[src/logic/ide_dma_consts.vh]
`ifndef IDE_DMA_CONSTS_VH
`define IDE_DMA_CONSTS_VH

// Register offsets on the plain register port.
`define OFF_CMD 8'h00
`define OFF_STAT 8'h02
`define OFF_PTR 8'h04
`define OFF_TMR 8'h08

// Command register fields.
`define CMD_RUN 0
`define CMD_DIR 3

// Status register fields.
`define ST_ACT 0
`define ST_FLT 1
`define ST_IRQ 2
`define ST_TMO 3

// Ready-wait timer register fields.
`define TMR_EN 0
`define TMR_LIM_LSB 16
`define TMR_LIM_MSB 31

// Reset values.
`define CMD_RST 1'b0
`define FLAG_RST 1'b0
`define PTR_RST 30'h00000000
`define TMR_LIM_RST 16'h00FF

// Data path sizes.
`define DATA_W 16
`define BUF_DEPTH 2
`define CNT_FULL 2'h2
`define CNT_EMPTY 2'h0

`endif

[src/logic/ide_busmaster_dma_ctrl_status.v]
// What this block does
// - Run bit rising edge alone starts DMA.
// - Data moves only while run set; stop final.
// - Hardware never clears the run bit.
// - Stop while active, no interrupt: abort, drop.
// - Direction bit: 0 to drive, 1 to memory.
// - Command register: run bit0, direction bit3.
// - Status: timeout, interrupt, fault, active bits.
// - Status flags bits 3..1 clear on one.
// - Registers at offsets 0h, 2h, 4h, 8h.
// - Active sets on start, clears on end/stop.
// - Interrupt flag sets on edge or completion.
// - Fault flag sets only on buffer overflow.
// - Timeout flag sets when ready-wait timer expires.
`timescale 1ns/100ps
`include "ide_dma_consts.vh"

module ide_busmaster_dma_ctrl_status (
  input wire clk_sys_in,
  input wire arst_n_in,
  input wire [7:0] addr_in,
  input wire [31:0] wdata_in,
  input wire wr_in,
  input wire rd_in,
  output reg [31:0] rdata_out,
  input wire drive_irq_in,
  input wire drive_ready_in,
  input wire [`DATA_W-1:0] drv_rx_data_in,
  input wire drv_rx_valid_in,
  output wire drv_rx_ready_out,
  input wire [`DATA_W-1:0] mem_rd_data_in,
  input wire mem_rd_valid_in,
  output wire mem_rd_ready_out,
  input wire last_word_in,
  output wire [`DATA_W-1:0] mem_wr_data_out,
  output wire mem_wr_valid_out,
  input wire mem_wr_ready_in,
  output wire [`DATA_W-1:0] drv_tx_data_out,
  output wire drv_tx_valid_out,
  input wire drv_tx_ready_in,
  output wire run_out,
  output wire dir_out,
  output wire active_out,
  output wire [31:0] desc_ptr_out
);

  ////////////////////////////////////////////////////////////////////////
  // State.

  reg run;
  reg dir;
  reg active;
  reg flt_flag;
  reg irq_flag;
  reg tmo_flag;
  reg [29:0] ptr_hi;
  reg tmr_en;
  reg [15:0] tmr_lim;
  reg [15:0] tmr_cnt;
  reg [1:0] irq_sync;
  reg [1:0] rdy_sync;
  reg irq_prev;
  reg [`DATA_W-1:0] buf_data [0:`BUF_DEPTH-1];
  reg [`BUF_DEPTH-1:0] buf_last;
  reg wr_ptr;
  reg rd_ptr;
  reg [1:0] count;

  ////////////////////////////////////////////////////////////////////////
  // Register port decode.

  // Each access is decoded at its exact offset; other addresses read zero.
  wire wr_cmd = wr_in && (addr_in == `OFF_CMD);
  wire wr_stat = wr_in && (addr_in == `OFF_STAT);
  wire wr_ptr_reg = wr_in && (addr_in == `OFF_PTR);
  wire wr_tmr = wr_in && (addr_in == `OFF_TMR);

  // Start needs the run bit to go from zero to one.
  wire start_pulse = wr_cmd && wdata_in[`CMD_RUN] && !run;
  // Writing zero while running ends the transfer for good.
  wire stop_pulse = wr_cmd && !wdata_in[`CMD_RUN] && run;
  // A stop before the drive has finished is an abort.
  wire abort = stop_pulse && active && !irq_flag;

  // Write-one-to-clear requests for the status flags.
  wire clr_tmo = wr_stat && wdata_in[`ST_TMO];
  wire clr_irq = wr_stat && wdata_in[`ST_IRQ];
  wire clr_flt = wr_stat && wdata_in[`ST_FLT];

  ////////////////////////////////////////////////////////////////////////
  // Pin synchronisers.

  // Two flops per pin; the edge detector reads only the second flop.
  always @(posedge clk_sys_in or negedge arst_n_in) begin
    if (!arst_n_in) begin
      irq_sync <= 2'h0;
      rdy_sync <= 2'h3;
      irq_prev <= 1'b0;
    end else begin
      irq_sync <= {irq_sync[0], drive_irq_in};
      rdy_sync <= {rdy_sync[0], drive_ready_in};
      irq_prev <= irq_sync[1];
    end
  end

  wire irq_rise = irq_sync[1] && !irq_prev;
  wire drive_ready = rdy_sync[1];

  ////////////////////////////////////////////////////////////////////////
  // Buffer control.

  // Words move only while run is set and the channel is active.
  wire move_en = run && active;
  wire buf_full = (count == `CNT_FULL);
  wire buf_empty = (count == `CNT_EMPTY);

  // Direction picks the source and the sink of the buffer.
  wire src_valid = dir ? drv_rx_valid_in : mem_rd_valid_in;
  wire [`DATA_W-1:0] src_data = dir ? drv_rx_data_in : mem_rd_data_in;
  wire sink_ready = dir ? mem_wr_ready_in : drv_tx_ready_in;

  wire push = move_en && src_valid && !buf_full;
  wire out_valid = move_en && !buf_empty;
  wire pop = out_valid && sink_ready;
  // The word carrying the end-of-table mark completes the transfer.
  wire done = pop && buf_last[rd_ptr];
  // The drive side offering a word while the buffer is full raises the fault; the word waits.
  wire overflow = move_en && dir && drv_rx_valid_in && buf_full;
  // Start and stop both discard what the buffer holds.
  wire flush = start_pulse || abort || stop_pulse;

  // Ready towards each source, gated by direction and space.
  assign drv_rx_ready_out = move_en && dir && !buf_full;
  assign mem_rd_ready_out = move_en && !dir && !buf_full;

  // Valid towards each sink; data come from the buffer flops.
  assign mem_wr_valid_out = out_valid && dir;
  assign drv_tx_valid_out = out_valid && !dir;
  assign mem_wr_data_out = buf_data[rd_ptr];
  assign drv_tx_data_out = buf_data[rd_ptr];

  // Each buffer entry loads when the write pointer selects it.
  genvar gi;
  generate
    for (gi = 0; gi < `BUF_DEPTH; gi = gi + 1) begin : g_entry
      always @(posedge clk_sys_in or negedge arst_n_in) begin
        if (!arst_n_in) begin
          buf_data[gi] <= {`DATA_W{1'b0}};
          buf_last[gi] <= 1'b0;
        end else if (push && (wr_ptr == (gi == 1))) begin
          buf_data[gi] <= src_data;
          buf_last[gi] <= last_word_in;
        end
      end
    end
  endgenerate

  // Pointers and fill count; a flush wins over any move.
  always @(posedge clk_sys_in or negedge arst_n_in) begin
    if (!arst_n_in) begin
      wr_ptr <= 1'b0;
      rd_ptr <= 1'b0;
      count <= `CNT_EMPTY;
    end else if (flush) begin
      wr_ptr <= 1'b0;
      rd_ptr <= 1'b0;
      count <= `CNT_EMPTY;
    end else begin
      if (push) begin
        wr_ptr <= ~wr_ptr;
      end
      if (pop) begin
        rd_ptr <= ~rd_ptr;
      end
      if (push && !pop) begin
        count <= count + 2'h1;
      end else if (pop && !push) begin
        count <= count - 2'h1;
      end
    end
  end

  ////////////////////////////////////////////////////////////////////////
  // Command and pointer registers.

  // Run and direction follow software writes only.
  always @(posedge clk_sys_in or negedge arst_n_in) begin
    if (!arst_n_in) begin
      run <= `CMD_RST;
      dir <= `CMD_RST;
    end else if (wr_cmd) begin
      run <= wdata_in[`CMD_RUN];
      dir <= wdata_in[`CMD_DIR];
    end
  end

  // Pointer keeps its two low bits at zero for word alignment.
  always @(posedge clk_sys_in or negedge arst_n_in) begin
    if (!arst_n_in) begin
      ptr_hi <= `PTR_RST;
    end else if (wr_ptr_reg) begin
      ptr_hi <= wdata_in[31:2];
    end
  end

  // Ready-wait timer enable and limit.
  always @(posedge clk_sys_in or negedge arst_n_in) begin
    if (!arst_n_in) begin
      tmr_en <= 1'b0;
      tmr_lim <= `TMR_LIM_RST;
    end else if (wr_tmr) begin
      tmr_en <= wdata_in[`TMR_EN];
      tmr_lim <= wdata_in[`TMR_LIM_MSB:`TMR_LIM_LSB];
    end
  end

  ////////////////////////////////////////////////////////////////////////
  // Channel activity and status flags.

  // Active sets on a start, clears on a stop or on completion.
  always @(posedge clk_sys_in or negedge arst_n_in) begin
    if (!arst_n_in) begin
      active <= `FLAG_RST;
    end else if (start_pulse) begin
      active <= 1'b1;
    end else if (stop_pulse || done) begin
      active <= 1'b0;
    end
  end

  // Timer counts while the drive holds ready low during a transfer.
  wire tmr_run = tmr_en && active && !drive_ready;
  wire tmr_hit = tmr_run && (tmr_cnt == tmr_lim);

  always @(posedge clk_sys_in or negedge arst_n_in) begin
    if (!arst_n_in) begin
      tmr_cnt <= 16'h0000;
    end else if (!tmr_run) begin
      tmr_cnt <= 16'h0000;
    end else if (!tmr_hit) begin
      tmr_cnt <= tmr_cnt + 16'h0001;
    end
  end

  // Sticky flags; a set in the same cycle as a clear wins.
  always @(posedge clk_sys_in or negedge arst_n_in) begin
    if (!arst_n_in) begin
      tmo_flag <= `FLAG_RST;
      irq_flag <= `FLAG_RST;
      flt_flag <= `FLAG_RST;
    end else begin
      tmo_flag <= (tmo_flag && !clr_tmo) || tmr_hit;
      irq_flag <= (irq_flag && !clr_irq) || irq_rise || done;
      flt_flag <= (flt_flag && !clr_flt) || overflow;
    end
  end

  ////////////////////////////////////////////////////////////////////////
  // Read data.

  // Read data stand only in the cycle after the read strobe.
  always @(posedge clk_sys_in or negedge arst_n_in) begin
    if (!arst_n_in) begin
      rdata_out <= 32'h00000000;
    end else if (rd_in) begin
      case (addr_in)
        `OFF_CMD: begin
          rdata_out <= {28'h0000000, dir, 2'h0, run};
        end
        `OFF_STAT: begin
          rdata_out <= {28'h0000000, tmo_flag, irq_flag, flt_flag, active};
        end
        `OFF_PTR: begin
          rdata_out <= {ptr_hi, 2'h0};
        end
        `OFF_TMR: begin
          rdata_out <= {tmr_lim, 15'h0000, tmr_en};
        end
        default: begin
          rdata_out <= 32'h00000000;
        end
      endcase
    end else begin
      rdata_out <= 32'h00000000;
    end
  end

  ////////////////////////////////////////////////////////////////////////
  // Outputs to the descriptor engine.

  // Plain copies of control state for the fetch logic outside.
  assign run_out = run;
  assign dir_out = dir;
  assign active_out = active;
  assign desc_ptr_out = {ptr_hi, 2'h0};

endmodule

[config.mk]
export PLATFORM = sky130hd
export DESIGN_NAME = ide_busmaster_dma_ctrl_status
export DESIGN_NICKNAME = d
export VERILOG_FILES = /design/src/logic/ide_busmaster_dma_ctrl_status.v
export VERILOG_INCLUDE_DIRS = /design/src /design/src/logic
export SDC_FILE = /design/constraint.sdc
export NUM_CORES = 1
export LEC_CHECK = 0
export BUFFER_PORTS_ARGS = -buffer_cell sky130_fd_sc_hd__buf_2
export CAP_MARGIN = 15
export CORE_MARGIN = 4
export CORE_UTILIZATION = 56
export DETAILED_ROUTE_END_ITERATION = 6
export PLACE_DENSITY = 0.93
export SKIP_LAST_GASP = 1
export SYNTH_ARGS = -nofsm -noshare
export SYNTH_HDL_FRONTEND = slang
export SYNTH_SLANG_ARGS = --single-unit
export TNS_END_PERCENT = 30
[constraint.sdc]
create_clock -name clk_sys_in -period 5.85 [get_ports clk_sys_in]
set_input_delay 0.585 -clock clk_sys_in [delete_from_list [all_inputs] [get_ports clk_sys_in]]
set_output_delay 0.585 -clock clk_sys_in [all_outputs]
set_load 0.05 [all_outputs]
Word-level counts from Yosys, hierarchy flattened
Cells that the tools add are included.
{"block": "totals", "register_bits": 144, "latch_bits": 0, "ramBits": 0, "romBits": 0, "inputBits": 83, "wordCells": 120, "memories": 0}
{"block": "classes", "n_addsub": 3, "n_mul": 0, "n_div": 0, "order_cmp": 2, "eq_ne": 6, "shift": 0, "muxes": 21, "bitwise": 3, "reduce_logical": 64}
{"op": "case mux 32 bit (4 select lines)", "n": 1}
{"op": "two-way mux 16 bit", "n": 6}
{"op": "logical AND 1 bit", "n": 38}
{"op": "two-way mux 32 bit", "n": 1}
{"op": "adder 16 x 1 -> 16 bit (second input constant)", "n": 1}
{"op": "== test 16 bit", "n": 1}
{"op": "zero test 1 bit", "n": 13}
{"op": "two-way mux 1 bit", "n": 10}
{"op": "== test 8 x 2 -> 1 bit (second input constant)", "n": 1}
{"op": "== test 8 x 3 -> 1 bit (second input constant)", "n": 1}
{"op": "== test 8 x 4 -> 1 bit (second input constant)", "n": 1}
{"op": "zero test 8 bit", "n": 1}
{"op": "logical OR 1 bit", "n": 7}
{"op": "two-way mux 2 bit", "n": 3}
{"op": "nonzero test 2 bit", "n": 3}
{"op": "nonzero test 3 bit", "n": 1}
{"op": "adder 2 x 1 -> 2 bit (second input constant)", "n": 1}
{"op": "== test 2 bit (second input constant)", "n": 1}
{"op": ">= comparator 2 bit (second input constant)", "n": 1}
{"op": "zero test 2 bit", "n": 1}
{"op": "< comparator 1 x 2 -> 1 bit (second input constant)", "n": 1}
{"op": "!= test 2 bit (second input constant)", "n": 1}
{"op": "NOT 1 bit", "n": 2}
{"op": "NOT 1 -> 2 bit", "n": 1}
{"op": "subtractor 2 x 1 -> 2 bit (second input constant)", "n": 1}

Logic depth before layout (Yosys ltp)
Gate-level depths: netlist of the first run.
{"block": "depth", "word_depth": 9, "ltp_mapped": 8, "ltp_nobuf": 6}

Least setup slack after synthesis of the first run
OpenSTA, ideal clock, no wires.
{"block": "synth_timing", "path_type": "flip-flop to output port", "start": "register dir (netlist: dir_out)", "end": "output port drv_rx_ready_out", "t_arrival_ps": 2433, "t_required_ps": 5265, "setup_slack_ps": 2832, "stages_incl_launch_ff": 5, "n_path_buf": 2, "cell_sequence": "dfrtp_1 -> buf_2 -> buf_1 -> inv_1 -> nor3_1"}
{"block": "synth_via", "elab_chain_len": 2}
{"element": "start, declared", "line": "ide_busmaster_dma_ctrl_status.v:51", "rtl": "reg dir;"}
{"element": "start signal, assigned", "line": "ide_busmaster_dma_ctrl_status.v:190", "rtl": "dir <= `CMD_RST;"}
{"element": "start signal, assigned", "line": "ide_busmaster_dma_ctrl_status.v:193", "rtl": "dir <= wdata_in[`CMD_DIR];"}
{"element": "logical AND 1 bit (2 in a row)", "line": "ide_busmaster_dma_ctrl_status.v:133", "rtl": "assign drv_rx_ready_out = move_en && dir && !buf_full;"}
{"element": "end, declared", "line": "ide_busmaster_dma_ctrl_status.v:30", "rtl": "output wire drv_rx_ready_out,"}
Every way passes these cells.

Worst setup path after layout of the first run
{"block": "layout_timing", "start": "input port addr_in[0]", "end": "register ptr_hi[6]"}
{"block": "layout_via", "elab_chain_len": 2}
{"element": "start, declared", "line": "ide_busmaster_dma_ctrl_status.v:21", "rtl": "input wire [7:0] addr_in,"}
{"element": "== test 8 x 3 -> 1 bit"}
{"element": "logical AND 1 bit", "line": "ide_busmaster_dma_ctrl_status.v:75", "rtl": "wire wr_ptr_reg = wr_in && (addr_in == `OFF_PTR);"}
{"element": "end signal, assigned", "line": "ide_busmaster_dma_ctrl_status.v:200", "rtl": "ptr_hi <= `PTR_RST;"}
{"element": "end signal, assigned", "line": "ide_busmaster_dma_ctrl_status.v:202", "rtl": "ptr_hi <= wdata_in[31:2];"}
{"element": "end, declared", "line": "ide_busmaster_dma_ctrl_status.v:56", "rtl": "reg [29:0] ptr_hi;"}
Every way passes these cells.
A chain may end at the register's enable or synchronous reset.

==> results_dict.tcl, run 1 <==
set metrics [dict create \
    path_class "in -> reg" \
    start_kind "primary input" \
    grt_max_degree 84 \
    crit_arrival_ns 3.67 \
    gp_congestion 0.840 \
    crit_fanout 31 \
    synth_fa_ha_area_share_pct 0.189 \
    post-dp-hpwl_um 11200 \
    wl_per_cell_um 17.4 \
    synth_flop_cell "dfrtp_1" \
    fin_crit_sh_pct 57.6 \
    synth_area_leaders "dfrtp_1 51%, mux2_2 11%, dfstp_2 4.0%, mux2i_1 3.3%, nand2_1 2.8%" \
    nets 828 \
    grt_util_met3_pct 7.56 \
    slew_headroom_pct 22.5 \
    io_pins 186 \
    netlist.area_leader.share_pct 50.5 \
    routed_wl_um 15600 \
    yosysUniqueCellTypes 51 \
    rsz0062_at_grt "no" \
    first_iter_violations 393 \
    nFillCells 802 \
    yosysSeqAreaShare_pct 54.5 \
    place_area_mm2 0.00746 \
    synth_edf_count 0 \
    max-vdd-ir-drop_mv 0.185 \
    synthSimpleGateAreaFrac_pct 13.7 \
    clockRootBuffer "clkbuf_16" \
    cts_buffers 17 \
    clock_sinks 144 \
    ys_warn_count 0 \
    postCtsHoldBufs 0 \
    syn-cell-area_mm2 0.00664 \
    yosysMostFrequentCell "dfrtp_1" \
    postSynthAreaPerCell_um2 11.2 \
    grt_use_met1_pct 27.0 \
    cp-end-kind "flip-flop" \
    die_h_um 117 \
    synth_compound_area_share_pct 9.29 \
    yosys.area_share.xor_xnor_pct 2.51 \
    yosys.area.top_type "dfrtp_1" \
    drive_gt1_share_pct 39.6 \
    cts_buffer_depth 2 \
    synth-seq-cells 144 \
    fp-row-count 39 \
    clk_pin_slew_worst_paths_ns 0.06 \
    netlist_instances 591 \
    top_usage_layer "met2" \
    fmax_mhz 297 \
    tightest_slew_ns 1.16 \
    cts_setup_buffers 0 \
    largestRegisters "buf_data: 32 flops, rdata_out: 32 flops, ptr_hi: 30 flops" \
    slew_violations 0 \
    post-route-min-period_ns 3.37 \
    synth_common_cells "134 x dfrtp_1, 67 x mux2_2, 49 x nand2_1" \
    areaGrowthSynthToFinish_pct 21.0 \
    clock_skew_ns 0.00826 \
    overflow 0 \
    dieArea_mm2 0.0137 \
    die_x_um 117 \
    synth-async-reset-ratio_pct 100 \
    p_leak_uw 0.00423 \
    cts_tree "yes" \
    pwr_density_cell_mw_per_mm2 284 \
    grt_pass1_wl_um 24800 \
    design_area_mm2 0.00803 \
    seq_area_mm2 0.00362 \
    multiInputGateArea_mm2 0.00270 \
    met2_usage_pct 39.1 \
    start_util_pct 57.6 \
    antenna_found_initial 0 \
    grt_pass1_vias 5323 \
    track_usage_pct 23.1 \
    post_cts_resize_count 0 \
    antenna_cells 0 \
    tns_ns 0 \
    hold_violations 0 \
    clk_latency_ns 0.41 \
    synth_mux_area_share_pct 14.9 \
    dr.pass1.iters 5 \
    cts-htree-levels 4 \
    core_mm2 0.0115 \
    max_cap_viol_count 0 \
    port_buffers 183 \
    drc 0 \
    num_vias 5163 \
    via_per_inst 5.74 \
    ant_nets 0 \
    synth_top_family_by_area "multiplexers" \
    status "finished clean" \
    min_path_type "in -> async" \
    setup_viol 0 \
    worstPathRequired_ns 6.14 \
]
## routing by layer
layer | part of all wire (%) | vias up
met3 | 9.1 | 29
met1 | 38 | 2469
li1 | - | 2393
met4 | 1.8 | 0
met5 | 0 | -
met2 | 51 | 272
## worst max-delay path: stages
cell and delay [ns]:
buf_2 0.09, or4_4 0.55, nor3_4 0.19, and3b_1 0.98, nand2_2 0.74, mux2_1 0.52
## area by class of cell
cell class / count / area share (%)
inverter: 5 / 0.234
multi-input combinational: 389 / 33.6
clock buffer: 19 / 5.52
tap: 143 / 2.23
sequential: 144 / 45.0
clock inverter: 13 / 1.42
timing repair buffer: 187 / 12.0
## worst paths after layout
kind | from | to | slack [ns] | cells after the start
worst max-delay path | addr_in[0] | ptr_hi[6]$_DFFE_PN0P_ | 2.48 | 6
worst min-delay path | arst_n_in | buf_data[23]$_DFFE_PN0P_ | 0.14 | 1
worst max register to register | active_out$_DFFE_PN0P_ | tmr_cnt[0]$_DFFE_PN0P_ | 2.66 | 5
worst min register to register | rdy_sync[0]$_DFF_PN1_ | rdy_sync[1]$_DFF_PN1_ | 0.36 | 0
max in group asynchronous | arst_n_in | ptr_hi[29]$_DFFE_PN0P_ | 4.28 | 2
min in group clk_sys_in | drive_ready_in | rdy_sync[0]$_DFF_PN1_ | 0.27 | 1
## metrics by stage
stage / utilization [%] / worst slack, ns / cells / hold slack, ns / power, uW
4_1_cts: 69.6 / 2.50 / 899 / 0.148 / 2300
5_1_grt: 69.7 / 2.32 / 900 / 0.164 / 2370
3_5_place_dp: 64.8 / 2.07 / 867 / 0.349 / 1300
6_report: 69.7 / 2.48 / 900 / 0.135 / 2280
2_1_floorplan: - / 2.83 / 592 / 0.289 / 1220
3_3_place_gp: 64.8 / 2.24 / 867 / 0.339 / 1290
## layout by cell type, fill, tap and decap left out, types with 2 or more instances in the layout
master	synthesis	final
and4_1	4	4
buf_4	19	3
nor2b_1	3	3
clkinv_4	0	4
nor3b_1	2	2
clkbuf_16	0	17
a21oi_1	30	30
a21boi_0	2	2
buf_2	8	182
conb_1	1	2
nand2_1	49	49
mux2_2	67	67
and2_1	2	2
and3b_1	3	3
nand3_1	17	17
o2bb2ai_1	2	2
nand2b_1	4	4
nand3b_1	2	2
xnor2_1	4	4
and3_1	20	20
a22oi_1	17	17
dfstp_2	10	10
clkinvlp_4	0	2
clkinv_2	0	5
or3_1	6	6
a2bb2oi_1	2	2
a21o_1	4	4
xor2_1	15	15
nor2_1	47	47
o21ai_0	17	17
mux2i_1	22	22
nor4_1	7	7
inv_1	5	5
o211ai_1	6	6
dfrtp_1	134	134
o311ai_0	7	7
nor3_1	11	11
## logic make-up (layout without fill, tap and decap cells)
group | after synthesis | in the layout
AND/OR/NAND/NOR | 182 | 182
flip-flops | 144 | 144
AO/OA/AOI/OAI | 95 | 95
multiplexers | 90 | 90
buffers and inverters | 59 | 224
XOR/XNOR | 19 | 19
adder cells (fa/ha/maj) | 1 | 1
other | 1 | 2
## report_power, final
part           leakage [uW]  switching (uW)  internal [uW]
combinational       0.00203             161           70.0
sequential          0.00193            24.6           1030
clock              0.000273             404            595
total               0.00423             590           1690
Power figures use the tool's default switching activity.
==> run 2: changes to the inputs <==
- ABC_AREA: not set -> 1
- CORE_UTILIZATION: 56 -> 53
- PLACE_DENSITY: 0.93 -> 0.88
- clock period: 5.85 -> 3.2 ns (I/O delays scaled with it)
==> run 2 against run 1 <==
Compared with the run above: synthesized cell count increased by 52%; first-iteration DRC count increased by 30%; combinational power increased by 110%; critical endpoint is now drv_tx_data_out[14]; highest routed layer unchanged.
==> results_dict.tcl, run 2 <==
set metrics [dict create \
    status "finished clean" \
    routed_wl_um 17200 \
    synth_flop_cell "dfrtp_1" \
    cts_tree "yes" \
    yosysMostFrequentCell "nand2_1" \
    tightest_slew_ns 0.981 \
    areaGrowthSynthToFinish_pct 21.1 \
    gp_congestion 0.879 \
    grt_pass1_wl_um 28100 \
    post_cts_resize_count 0 \
    max_stage_delay_ns 0.99 \
    netlist_instances 898 \
    pwr_density_cell_mw_per_mm2 504 \
    post-dp-hpwl_um 12300 \
    hold_violations 0 \
    synth_fa_ha_area_share_pct 0.179 \
    design_area_mm2 0.00849 \
    synth-seq-cells 144 \
    nets 1144 \
    antenna_found_initial 1 \
    rsz0062_at_grt "no" \
    postSynthAreaPerCell_um2 7.81 \
    yosysUniqueCellTypes 30 \
    fin_crit_sh_pct 74.3 \
    max_cap_viol_count 0 \
    dr.pass1.iters 5 \
    core_mm2 0.0128 \
    cts_setup_buffers 0 \
    synth-async-reset-ratio_pct 100 \
    post-route-min-period_ns 2.38 \
    cp-end-kind "output pin" \
    yosys.area.top_type "dfrtp_1" \
    cts_buffer_depth 2 \
    fin_util_pct 66.4 \
    slew_headroom_pct 34.6 \
    clock_skew_ns 0.00606 \
    clkPwrFrac_pct 43.2 \
    comb_power_share_pct 11.5 \
    clk_latency_ns 0.42 \
    synth_compound_area_share_pct 7.96 \
    drive_gt1_share_pct 23.7 \
    crit_start "rd_ptr$_DFFE_PN0P_" \
    power_uw 4280 \
    ant_nets 0 \
    final_common_cell "nand2_1" \
    largestRegisters "buf_data: 32 flops, rdata_out: 32 flops, ptr_hi: 30 flops" \
    synth_mux_area_share_pct 0 \
    fp-row-count 41 \
    final_cell_mix "322 x nand2_1, 182 x buf_2, 134 x dfrtp_1, 117 x inv_1, 83 x o21ai_0" \
    overflow 0 \
    max-vdd-ir-drop_mv 0.571 \
    netlist.area_leader.share_pct 47.8 \
    path_cells "nand2_1, o21ai_0, buf_2" \
    place_area_mm2 0.00790 \
    crit_arrival_ns 2.06 \
    tns_ns 0 \
    first_iter_violations 512 \
    crit_path_top_delay_cell "dfrtp_1" \
    hp-start "wdata_in[10]" \
    clock_sinks 144 \
    clk_pin_slew_worst_paths_ns 0.06 \
    slew_violations 0 \
    die_x_um 123 \
    wl_per_cell_um 13.8 \
    crit_fanout 35 \
    fmax_mhz 421 \
    start_util_pct 54.9 \
    cts-htree-levels 4 \
    postCtsHoldBufs 2 \
    dieArea_mm2 0.0151 \
    yosys.area_share.xor_xnor_pct 1.12 \
    worstPathRequired_ns 2.88 \
    setup_viol 0 \
    netSwitchingFraction_pct 27.4 \
    die_h_um 123 \
    synth_common_cells "322 x nand2_1, 134 x dfrtp_1, 117 x inv_1" \
    syn-cell-area_mm2 0.00701 \
    power.internal_uw 3100 \
    io_pins 186 \
    track_usage_pct 23.8 \
    p_leak_uw 0.00465 \
    synthSimpleGateAreaFrac_pct 28.1 \
    r2r_start "dir_out$_DFFE_PN0N_" \
    via_per_inst 5.02 \
    synth_area_leaders "dfrtp_1 48%, nand2_1 17%, inv_1 6.3%, o21ai_0 5.9%, dfstp_2 3.7%" \
    path_class "reg -> out" \
    cts_buffers 17 \
    drc 0 \
    grt_max_degree 90 \
    netSwitchingPower_uw 1170 \
    synth_edf_count 0 \
    clockRootBuffer "clkbuf_16" \
    ys_warn_count 0 \
    num_vias 6254 \
    grt_pass1_vias 6008 \
    start_kind "flip-flop" \
    p_seq_share_pct 45.3 \
    port_buffers 183 \
    min_path_type "in -> reg" \
    synth_top_family_by_area "simple AND/OR/NAND/NOR gates" \
    yosysSeqAreaShare_pct 51.6 \
]
==> run 2: changes by cell type in the layout (fill, tap and decap cells not counted), moves of 8 or more <==
cell     change
and3_1      -20
mux2_2      -67
nand4_1     +25
o22ai_1     +16
nand2_1    +273
a21oi_1     -27
inv_1      +112
nand3_1     +13
mux2i_1     -22
o21ai_0     +66
a22oi_1     -17
and2_1       +8
==> run 2: layer usage <==
layer	track usage, %	up-vias	routed length, um
met5	0	-	0
met4	10.2	0	503
met3	7.69	40	1400
met2	39.8	224	8490
met1	28.2	2891	6800
li1	-	3099	-
==> run 2: path summary, 6_finish.rpt <==
check	cells after the start	slack, ns	endpoint
min	3	0.1	ptr_hi[8]$_DFFE_PN0P_
max reg2reg	8	1.24	buf_data[4]$_DFFE_PN0P_
min in group asynchronous	2	0.51	ptr_hi[2]$_DFFE_PN0P_
min reg2reg	0	0.34	irq_sync[1]$_DFF_PN0_
max	3	0.82	drv_tx_data_out[14]
max in group asynchronous	3	1.81	tmr_lim[7]$_DFFE_PN1P_
==> run 2: cell families after synthesis <==
family          Yosys count
buf+inv                 173
flops                   144
fa+ha+maj                 1
simple gates            463
compound gates          107
other cells               1
xor+xnor                  9
==> run 2: layout make-up <==
cell class / count / area (um2)
fill: 1008 / 4290
sequential: 144 / 3620
multi-input combinational: 582 / 2640
timing repair buffer: 192 / 997
inverter: 123 / 462
clock buffer: 19 / 443
tap: 172 / 215
clock inverter: 13 / 115
antenna: 1 / 2.50
==> run 2: critical path: cells and delay by family (launching register included) <==
kind | cells | cell delay [ns]
compound gates | 1 | 0.16
buf+inv | 1 | 0.33
simple gates | 1 | 0.15
flops | 1 | 0.99
==> run 2: metrics by stage <==
stage | hold slack, ns | std cells | worst slack, ns
finish | 0.0986 | 1246 | 0.824
global route | 0.102 | 1246 | 0.650
CTS | 0.00364 | 1244 | 0.820
detailed placement | 0.337 | 1210 | 1.14
global placement | 0.337 | 1210 | 1.22
floorplan | 0.0244 | 899 | 0.635
==> run 2: power by group through the flow <==
stage	Clock (uW)	Sequential [uW]	Combinational, uW
6_report	1850	1940	493
3_3_place_gp	0	1960	483
2_1_floorplan	0	2080	207
3_5_place_dp	0	1970	492
5_1_grt	1960	1940	539
4_1_cts	1870	1940	496
==> run 3: changes to the inputs <==
- clock period: 3.2 -> 2.2 ns (I/O delays scaled with it)
==> run 3 against run 2 <==
Compared with the run above: sequential power up 45%; cell count is 1.0% higher; via count grew 2.1%; sequential cell count unchanged; cell area rose by 2.1%; setup slack lost 0.59 ns; sequential share of layout area is 0.89 points lower; register-to-register slack worse by 0.79 ns; wire length is 7.0% higher; critical path type unchanged; critical endpoint is now mem_wr_data_out[14].
==> results_dict.tcl, run 3 (synthesized netlist as in run 2, its figures left out) <==
set metrics [dict create \
    status "finished clean" \
    worst_slack_ns 0.237 \
    rsz0062_at_grt "no" \
    fp-row-count 41 \
    routed_wl_um 18400 \
    nets 1156 \
    cts_buffer_depth 2 \
    port_buffers 183 \
    post-dp-hpwl_um 13200 \
    crit_start "rd_ptr$_DFFE_PN0P_" \
    die_x_um 123 \
    overflow 0 \
    cp-end-kind "output pin" \
    hold-path-cell-count 3 \
    antenna_found_initial 0 \
    gp_congestion 0.923 \
    crit_cells 3 \
    dieArea_mm2 0.0151 \
    areaGrowthSynthToFinish_pct 23.7 \
    drive_gt1_share_pct 24.2 \
    grt_max_degree 53 \
    cp.buffers_inverters 2 \
    largestRegisters "buf_data: 32 flops, rdata_out: 32 flops, ptr_hi: 30 flops" \
    clockRootBuffer "clkbuf_16" \
    path_cells "buf_4, o21ai_0, buf_2" \
    path_class "reg -> out" \
    nFillCells 1029 \
    min_path_type "in -> reg" \
    dr.pass1.iters 6 \
    pwr_density_cell_mw_per_mm2 748 \
    p_leak_uw 0.00474 \
    start_util_pct 54.9 \
    wl_per_cell_um 14.6 \
    via_per_inst 5.07 \
    die_h_um 123 \
    max_stage_delay_ns 0.41 \
    crit_arrival_ns 1.74 \
    start_kind "flip-flop" \
    cts_buffers 17 \
    post-route-min-period_ns 1.96 \
    post-place-ws_ns 0.410 \
    clock_skew_ns 0.00614 \
    max_cap_viol_count 0 \
    clock_sinks 144 \
    track_usage_pct 25.3 \
    post-place-cells 1218 \
    fmax_mhz 509 \
    fin_crit_sh_pct 89.2 \
    crit_fanout 32 \
    clk_latency_ns 0.42 \
    final_cell_mix "322 x nand2_1, 182 x buf_2, 134 x dfrtp_1, 117 x inv_1, 83 x o21ai_0" \
    hp-start "wdata_in[6]" \
    clk_pin_slew_worst_paths_ns 0.06 \
    num_vias 6384 \
    tightest_slew_ns 0.542 \
    first_iter_violations 482 \
    crit_path_top_delay_cell "dfrtp_1" \
    post_cts_resize_count 0 \
    tns_ns 0 \
    drc 0 \
    power_uw 6480 \
    r2r_start "tmr_lim[7]$_DFFE_PN1P_" \
    endpoint "mem_wr_data_out[14]" \
    max-vdd-ir-drop_mv 0.521 \
    final_common_cell "nand2_1" \
    cts-htree-levels 4 \
    crit_family "buffers and inverters" \
    stdcell_count 1259 \
    slew_headroom_pct 63.7 \
    cts_tree "yes" \
    hold_violations 0 \
    setup_viol 0 \
    r2r_end "tmr_cnt[2]$_DFFE_PN0P_" \
    io_pins 186 \
    r2r_cells 9 \
    slew_violations 0 \
    r2r_slack_ns 0.45 \
    core_mm2 0.0128 \
    ant_nets 0 \
    grt_pass1_vias 6299 \
    worstPathRequired_ns 1.98 \
    grt_pass1_wl_um 29800 \
    fin_hold_ws_ns 0.00578 \
]
-- run 3: changes by cell type in the layout (fill, tap and decap cells not counted) --
cell / previous run / this run
diode_2: 1 / 2
clkinv_2: 4 / 3
buf_4: 6 / 12
clkinvlp_4: 4 / 3
bufinv_16: 1 / 3
nor3_2: 2 / 3
buf_12: 0 / 2
dlygate4sd3_1: 3 / 7
nor3_1: 4 / 3
-- run 3: worst min-delay path by stage --
| stage | endpoint | slack (ns) |
|---|---|---|
| after floorplan | active_out$_DFFE_PN0P_ | -0.08 |
| after global placement | rdata_out[16]$_DFF_PN0_ | 0.17 |
| after detailed placement | rdata_out[16]$_DFF_PN0_ | 0.17 |
| after CTS | ptr_hi[4]$_DFFE_PN0P_ | 0.005 |
| after global routing | ptr_hi[3]$_DFFE_PN0P_ | 0.007 |
| final | ptr_hi[4]$_DFFE_PN0P_ | 0.006 |
-- run 3: per-layer routing --
| metal | wire length [um] | GRT usage [%] | vias to the layer above |
|---|---|---|---|
| met5 | 0 | 0 | - |
| met4 | 502 | 10.9 | 0 |
| met3 | 1100 | 6.72 | 42 |
| met2 | 9460 | 42.2 | 222 |
| met1 | 7340 | 31.3 | 3005 |
| li1 | - | - | 3115 |
-- run 3: layout make-up --
cell class | count | area, um2 | share of cell area, %
Sequential cell | 144 | 3620 | 41.7
Multi-Input combinational cell | 582 | 2640 | 30.5
Clock buffer | 19 | 443 | 5.11
Clock inverter | 13 | 163 | 1.88
Inverter | 123 | 462 | 5.33
Tap cell | 172 | 215 | 2.48
Antenna cell | 2 | 5.00 | 0.0577
Timing Repair Buffer | 204 | 1120 | 12.9
-- run 3: per-stage QoR --
stage | instance area, um2 | utilization [%]
floorplan | 7020 | -
global placement | 7990 | 62.5
detailed placement | 7990 | 62.5
CTS | 8660 | 67.8
global route | 8660 | 67.8
finish | 8670 | 67.9
-- run 3: timing repair --
| item | in CTS | in global routing |
|---|---|---|
| hold buffers | 7 | 0 |
| buffers inserted | 0 | 0 |
| endpoints found under the setup margin | 0 | 0 |
| endpoints found under the hold margin | 41 | 0 |
-- run 3: where the power goes --
group          switching (uW)  internal [uW]
combinational             547            191
clock                    1120           1810
sequential               59.8           2750
-- run 3: worst min-delay path, delay by kind of cell --
kind,cells,cell delay (ns)
buf+inv,1,0.07
compound gates,1,0.06
simple gates,1,0.04
